--- src/inc/lar_pkg.sv ---
// package: constants and types of the linear array readout sequencer
package lar_pkg;
  localparam int unsigned PIX_PER_SECTION = 384;
  localparam int unsigned PIX_TOTAL       = 768;
  localparam int unsigned PIX_IDX_W       = 9;
  localparam int unsigned RESET_CLOCKS    = 18;
  localparam int unsigned RST_CNT_W       = 5;
  localparam logic [PIX_IDX_W-1:0] PIX_LAST = 9'h17f;
  localparam logic [RST_CNT_W-1:0] RESET_CLOCKS_CNT = 5'h12;

  typedef struct packed {
    logic                 out_en;
    logic [PIX_IDX_W-1:0] pixel_idx;
  } lar_pixel_t;

  typedef struct packed {
    logic freeze;
    logic int_reset;
    logic carry;
  } lar_status_t;
endpackage : lar_pkg

--- src/verilog/lar_section.sv ---
// one 384-pixel section: shift register, freeze, integrator reset, output select
`timescale 1ns/10ps
`default_nettype none
module lar_section (
  input  wire logic                  clk_i,
  input  wire logic                  rst_i,
  input  wire logic                  sec_clk_i,
  input  wire logic                  start_i,
  input  wire logic                  freeze_i,
  output logic                       freeze_o,
  output logic                       int_reset_o,
  output logic                       carry_o,
  output lar_pkg::lar_pixel_t        pixel_o
);
  // ==========================================================
  // input synchronisers and edge detect
  logic [1:0] clk_sync_q, start_sync_q, frz_sync_q;
  logic       clk_prev_q, frz_prev_q;
  always_ff @(posedge clk_i) begin
    if (rst_i) begin
      clk_sync_q   <= 2'h0;
      start_sync_q <= 2'h0;
      frz_sync_q   <= 2'h0;
      clk_prev_q   <= 1'b0;
      frz_prev_q   <= 1'b0;
    end else begin
      clk_sync_q   <= {clk_sync_q[0], sec_clk_i};
      start_sync_q <= {start_sync_q[0], start_i};
      frz_sync_q   <= {frz_sync_q[0], freeze_i};
      clk_prev_q   <= clk_sync_q[1];
      frz_prev_q   <= frz_sync_q[1];
    end
  end
  wire clk_rise   = clk_sync_q[1] & ~clk_prev_q;
  wire frz_rise   = frz_sync_q[1] & ~frz_prev_q;
  wire start_seen = clk_rise & start_sync_q[1];

  // ==========================================================
  // 384-stage shift register
  logic [lar_pkg::PIX_PER_SECTION-1:0] shift_q;
  logic [lar_pkg::PIX_PER_SECTION:0]   shift_in;
  assign shift_in[0] = start_seen;
  genvar g;
  generate
    for (g = 0; g < lar_pkg::PIX_PER_SECTION; g++) begin : g_stage
      always_ff @(posedge clk_i) begin
        if (rst_i) begin
          shift_q[g] <= 1'b0;
        end else if (clk_rise) begin
          shift_q[g] <= (g == 0) ? start_sync_q[1] : shift_in[g];
        end
      end
      if (g > 0) begin : g_link
        assign shift_in[g] = shift_q[g-1];
      end
    end
  endgenerate
  assign shift_in[lar_pkg::PIX_PER_SECTION] = shift_q[lar_pkg::PIX_PER_SECTION-1];

  // ==========================================================
  // pixel index, freeze, integrator reset
  logic [lar_pkg::PIX_IDX_W-1:0] idx_q;
  logic                          active_q, freeze_q, ireset_q;
  logic [lar_pkg::RST_CNT_W-1:0] rst_cnt_q;
  wire  carry_now = shift_q[lar_pkg::PIX_PER_SECTION-1];
  always_ff @(posedge clk_i) begin
    if (rst_i) begin
      idx_q     <= '0;
      active_q  <= 1'b0;
      freeze_q  <= 1'b0;
      ireset_q  <= 1'b0;
      rst_cnt_q <= '0;
    end else begin
      if (frz_rise) begin
        freeze_q  <= 1'b1;
        ireset_q  <= 1'b1;
        rst_cnt_q <= '0;
      end else if (clk_rise && ireset_q) begin
        if (rst_cnt_q == lar_pkg::RESET_CLOCKS_CNT - 5'h1) begin
          ireset_q <= 1'b0;
          freeze_q <= 1'b0;
        end else begin
          rst_cnt_q <= rst_cnt_q + 5'h1;
        end
      end
      if (clk_rise) begin
        if (start_sync_q[1]) begin
          active_q <= 1'b1;
          idx_q    <= '0;
        end else if (active_q && idx_q == lar_pkg::PIX_LAST) begin
          active_q <= 1'b0;
        end else if (active_q) begin
          idx_q <= idx_q + 9'h1;
        end
      end
    end
  end
  assign freeze_o          = freeze_q;
  assign int_reset_o       = ireset_q;
  assign carry_o           = carry_now;
  assign pixel_o.out_en    = active_q;
  assign pixel_o.pixel_idx = idx_q;
endmodule : lar_section
`default_nettype wire

--- src/verilog/lar_readout.sv ---
// top: two-section linear array readout sequencer
`timescale 1ns/10ps
`default_nettype none
// Function
// two 384-pixel sections forming 768-pixel line
// sections read separately or chained together
// freeze starts/stops integration for all pixels
// section clock drives transfer, output, reset
// controller ties freeze inputs per wiring mode
// parallel: second freeze tied to second start
// start high sampled on clock rise begins
// first carry can start second section
// second carry chains or marks end
// start pulse walks 384-stage shift register
// freeze rising disconnects samples, starts reset
// one pixel presented per section clock
// integrator reset ends after 18 clocks
// carry asserted on 384th clock edge
// 385th edge ends carry, output off
// chained second carry at 768, ends 769
// next start after charge transfer wait
// analog output high-impedance outside output phase; code only drops out_en, pixel_idx keeps its last value
// charge transfer wait at least 20 us
// controller drops start before next edge
// controller samples outputs in shift order
module lar_readout (
  input  wire logic                 clk_i,
  input  wire logic                 rst_i,
  input  wire logic                 section_clock_first_i,
  input  wire logic                 section_clock_second_i,
  input  wire logic                 start_in_first_i,
  input  wire logic                 start_in_second_i,
  input  wire logic                 freeze_first_i,
  input  wire logic                 freeze_second_i,
  output logic                      carry_out_first_o,
  output logic                      carry_out_second_o,
  output lar_pkg::lar_pixel_t       analog_out_first_o,
  output lar_pkg::lar_pixel_t       analog_out_second_o,
  output lar_pkg::lar_status_t      status_first_o,
  output lar_pkg::lar_status_t      status_second_o
);
  // ==========================================================
  // sections
  logic                carry1, carry2, frz1, frz2, irs1, irs2;
  lar_pkg::lar_pixel_t pix1, pix2;
  lar_section u_first (
    .clk_i       (clk_i),
    .rst_i       (rst_i),
    .sec_clk_i   (section_clock_first_i),
    .start_i     (start_in_first_i),
    .freeze_i    (freeze_first_i),
    .freeze_o    (frz1),
    .int_reset_o (irs1),
    .carry_o     (carry1),
    .pixel_o     (pix1)
  );
  lar_section u_second (
    .clk_i       (clk_i),
    .rst_i       (rst_i),
    .sec_clk_i   (section_clock_second_i),
    .start_i     (start_in_second_i),
    .freeze_i    (freeze_second_i),
    .freeze_o    (frz2),
    .int_reset_o (irs2),
    .carry_o     (carry2),
    .pixel_o     (pix2)
  );

  // ==========================================================
  // registered outputs
  always_ff @(posedge clk_i) begin
    if (rst_i) begin
      carry_out_first_o   <= 1'b0;
      carry_out_second_o  <= 1'b0;
      analog_out_first_o  <= '0;
      analog_out_second_o <= '0;
      status_first_o      <= '0;
      status_second_o     <= '0;
    end else begin
      carry_out_first_o   <= carry1;
      carry_out_second_o  <= carry2;
      analog_out_first_o  <= pix1;
      analog_out_second_o <= pix2;
      status_first_o      <= '{freeze: frz1, int_reset: irs1, carry: carry1};
      status_second_o     <= '{freeze: frz2, int_reset: irs2, carry: carry2};
    end
  end
endmodule : lar_readout
`default_nettype wire

--- config.mk ---
export PLATFORM = sky130hd
export DESIGN_NAME = lar_readout
export DESIGN_NICKNAME = d
export VERILOG_FILES = /design/src/inc/lar_pkg.sv /design/src/verilog/lar_section.sv /design/src/verilog/lar_readout.sv
export SDC_FILE = /design/constraint.sdc
export NUM_CORES = 2
export LEC_CHECK = 0
export ABC_AREA = 1
export BUFFER_PORTS_ARGS = -buffer_cell sky130_fd_sc_hd__buf_4
export CAP_MARGIN = 20
export CORE_MARGIN = 5
export CORE_UTILIZATION = 40
export CTS_CLUSTER_DIAMETER = 60
export DETAILED_ROUTE_END_ITERATION = 7
export GPL_ROUTABILITY_DRIVEN = 0
export PLACE_DENSITY_LB_ADDON = 0.05
export SETUP_SLACK_MARGIN = 0.02
export SLEW_MARGIN = 5
export SYNTH_ARGS = -nofsm -noshare
export SYNTH_HDL_FRONTEND = slang
export SYNTH_SLANG_ARGS = --single-unit
--- constraint.sdc ---
create_clock -name clk_i -period 1.7 [get_ports clk_i]
set_input_delay 0.255 -clock clk_i [delete_from_list [all_inputs] [get_ports clk_i]]
set_output_delay 0.255 -clock clk_i [all_outputs]
set_load 0.03 [all_outputs]
==> impl_metrics.py <==
metrics = {
    "global_route": {
        "grt_pass1_vias": 20700,
        "antenna_found_initial": 0,
        "grt_max_degree": 88,
        "grt_pass1_wl_mm": 92.3,
        "grt.total_usage": 0.131,
        "overflow": 0,
    },
    "route": {
        "num_vias": 22100,
        "postRouteWirelength_mm": 51.9,
        "post-route-drc-count": 0,
        "wl_per_cell_um": 11.2,
        "drt-pass1-iter-count": 5,
        "drt-initial-drc-count": 1566,
        "vias_per_cell": 4.77,
        "ant_nets": 0,
    },
    "hold_path": {
        "hold_start": "rst_i",
        "worstHoldPathCells": 3,
        "min_path_type": "in -> reg",
        "holdPathEnd": "analog_out_first_o[5]",
    },
    "worst_setup_path": {
        "rrSetupSlack_ps": 180,
        "r2r-start": "u_first.idx_q[0]",
        "crit_arrival_ps": 2020,
        "worstReg2RegEnd": "u_first.idx_q[0]",
        "critPathRequiredTime_ps": 2200,
        "timing_worst_setup_path_type": "reg -> reg",
        "cp_top_family": "simple AND/OR/NAND/NOR gates",
        "slowest_delay_ps": 410,
        "startpoint_type": "register",
        "crit_fanout": 6,
        "critPathCaptureType": "register",
        "critPathSlowestCell": "dfxtp_1",
        "cp_num_buf_inv": 2,
        "timing.critical_path.mode_cell": "inv_1",
        "path_cells": "ha_1 > nand3_2 > nor2_2 > nand2_2 > nand3_1 > inv_1 > o21ai_1 > inv_1",
        "ff2ff_path_depth": 8,
    },
    "floorplan": {
        "start_util": 0.405,
        "io_pins": 36,
        "dieArea_um2": 77900,
        "dieHeight_um": 279,
        "core_um2": 71600,
        "die_x_um": 279,
        "num_rows": 98,
    },
    "sta": {
        "hold_viol": 0,
        "tightest_slew_ps": 382,
        "skew_ps": 14.1,
        "slew_violations": 0,
        "rsz0062_at_grt": "false",
        "fin_setup_tns_ps": 0,
        "max_freq_mhz": 660,
        "finalCriticalPeriod_ps": 1520,
        "report.final.setup_viol": 0,
        "slew_headroom": 0.745,
        "holdWs_ps": 153,
        "timing.final.crit_share": 0.892,
    },
    "clocking": {
        "cts_made_buffers": 88,
        "clock_sinks": 840,
        "clk_pin_slew_ps": 60,
        "tritoncts": "built",
        "root_buffer": "clkbuf_16",
        "cts_buffer_depth": 3,
        "clk_latency_ps": 610,
        "h-tree-depth": 3,
    },
    "run_status": {
        "status": "finished clean",
    },
    "logic_synthesis": {
        "ys_types": 28,
        "yosys-top-cells-count": "nor2_1, dfxtp_1, o21ai_0",
        "yosysSeqAreaShare": 0.580,
        "synthArstFlopShare": 0,
        "synth_edf_count": 0,
        "synth_ff_type": "dfxtp_1",
        "ys_ff_latch": 840,
        "netlist_instances": 3690,
        "ys_warn_count": 0,
        "syn_avg_cell_area_um2": 7.85,
        "synth_area_leaders": "dfxtp_1, nor2_1, o21ai_0",
        "synth.top_cell.area_share": 0.580,
        "yosysMostFrequentCell": "nor2_1",
        "syn_area_um2": 29000,
        "synth_area_leader_cell": "dfxtp_1",
        "synth_fp_nets": 3704,
    },
    "power_and_ir_drop": {
        "pwr-share-clk": 0.448,
        "comb_power_share": 0.048,
        "total_power_w": 0.0417,
        "p_sw_frac": 0.221,
        "powerDensity_nw_per_um2": 1260,
        "ir_drop_uv": 930,
        "internal_power_w": 0.0325,
        "power_switching_w": 0.00919,
        "leakagePower_nw": 15.4,
        "power_frac_seq": 0.505,
    },
    "place": {
        "port_buffers": 35,
        "dp_hpwl_mm": 27.2,
    },
    "final_layout": {
        "syn_to_final_growth_pct": 14.0,
        "drive_above_1_share": 0.0665,
        "antenna_cells": 0,
        "num-fill-cells": 6997,
        "nNetsFinal": 3630,
    },
    "flow_run": {
        "maxCapViolations": 0,
    },
}
==> cell families after synthesis <==
| kind of cell | after synthesis | synth area share |
|---|---|---|
| and+or+nand+nor | 1700 | 0.225 |
| AOI/OAI and AO/OA | 810 | 0.140 |
| DFF | 840 | 0.580 |
| adders and majority gates | 6 | 0.00259 |
| buffers and inverters | 328 | 0.0503 |
| xor gates and xnor gates | 6 | 0.00181 |
==> registers in the layout, indices dropped and copies added, names as in the netlist, 2 cells and up <==
| register | cells |
|---|---|
| u_first.shift_in | 383 |
| u_second.shift_in | 383 |
| analog_out_first_o | 10 |
| analog_out_second_o | 10 |
| u_first.idx_q | 9 |
| u_second.idx_q | 9 |
| u_first.rst_cnt_q | 5 |
| u_second.rst_cnt_q | 5 |
| status_first_o | 2 |
| status_second_o | 2 |
| u_first.clk_sync_q | 2 |
| u_first.frz_sync_q | 2 |
| u_first.start_sync_q | 2 |
| u_second.clk_sync_q | 2 |
| u_second.frz_sync_q | 2 |
| u_second.start_sync_q | 2 |
==> metal layers <==
metal	vias up	routed length [um]	track usage
met4	0	1390	0.0413
met2	214	23700	0.226
li1	11600	-	-
met1	10200	25100	0.165
met5	-	0	0
met3	93	1650	0.0269
==> worst max path at each step <==
stage / startpoint / to / slack (ps) / depth (start not counted)
global route: u_second.idx_q[0] / u_second.idx_q[6] / 20 / 8
finish: u_first.idx_q[0] / u_first.idx_q[0] / 180 / 8
global placement: u_first.idx_q[0] / u_first.idx_q[0] / 240 / 8
detailed placement: u_first.idx_q[0] / u_first.idx_q[0] / 210 / 8
floorplan: u_first.idx_q[0] / u_first.idx_q[5] / 380 / 8
CTS: u_first.idx_q[0] / u_first.idx_q[0] / 190 / 8
==> cell usage in the layout, fill, tap and decap left out, types with 25 or more instances in the layout <==
cell type	netlist	final
nand2_1	65	65
buf_12	0	35
o21ai_1	68	68
nor2_1	1589	1589
dfxtp_1	840	840
inv_1	57	57
buf_4	11	58
clkbuf_1	104	28
clkbuf_16	0	91
o21ai_0	719	719
nand3_1	25	25
==> power by group through the flow <==
| stage | Clock [W] | Combinational (W) | Sequential [W] |
|---|---|---|---|
| 6_report | 0.0187 | 0.00198 | 0.0210 |
| 5_1_grt | 0.0202 | 0.00234 | 0.0211 |
| 4_1_cts | 0.0195 | 0.00202 | 0.0210 |
| 3_5_place_dp | 0 | 0.00200 | 0.0214 |
| 3_3_place_gp | 0 | 0.00195 | 0.0214 |
| 2_1_floorplan | 0 | 0.00155 | 0.0214 |
==> final cells by class <==
type                            count  area, um2  share of cell area
Clock buffer                      139       2660              0.0805
Clock inverter                     21        196             0.00595
Multi-Input combinational cell   2522      10700               0.324
Sequential cell                   840      16800               0.509
Inverter                           65        275             0.00833
Timing Repair Buffer               99       1200              0.0362
Tap cell                          950       1190              0.0360
==> per-stage QoR <==
stage	cell area [um2]	worst slack (ps)	cells	utilization
after floorplan	29000	378	3690	-
after global placement	30100	245	4470	0.421
after detailed placement	30100	210	4470	0.421
after CTS	33000	193	4636	0.461
after global routing	33000	24.5	4636	0.461
final	33000	184	4636	0.461
==> what timing repair did <==
item,CTS,global route
gates resized for setup,0,0
hold endpoints to repair,6,0
buffers inserted,0,0
hold buffers,6,0
==> worst min-delay path: stages <==
cell,delay [ps]
buf_4,160
buf_12,200
nor2_1,110
No activity file was read; power rests on OpenSTA's default activity.
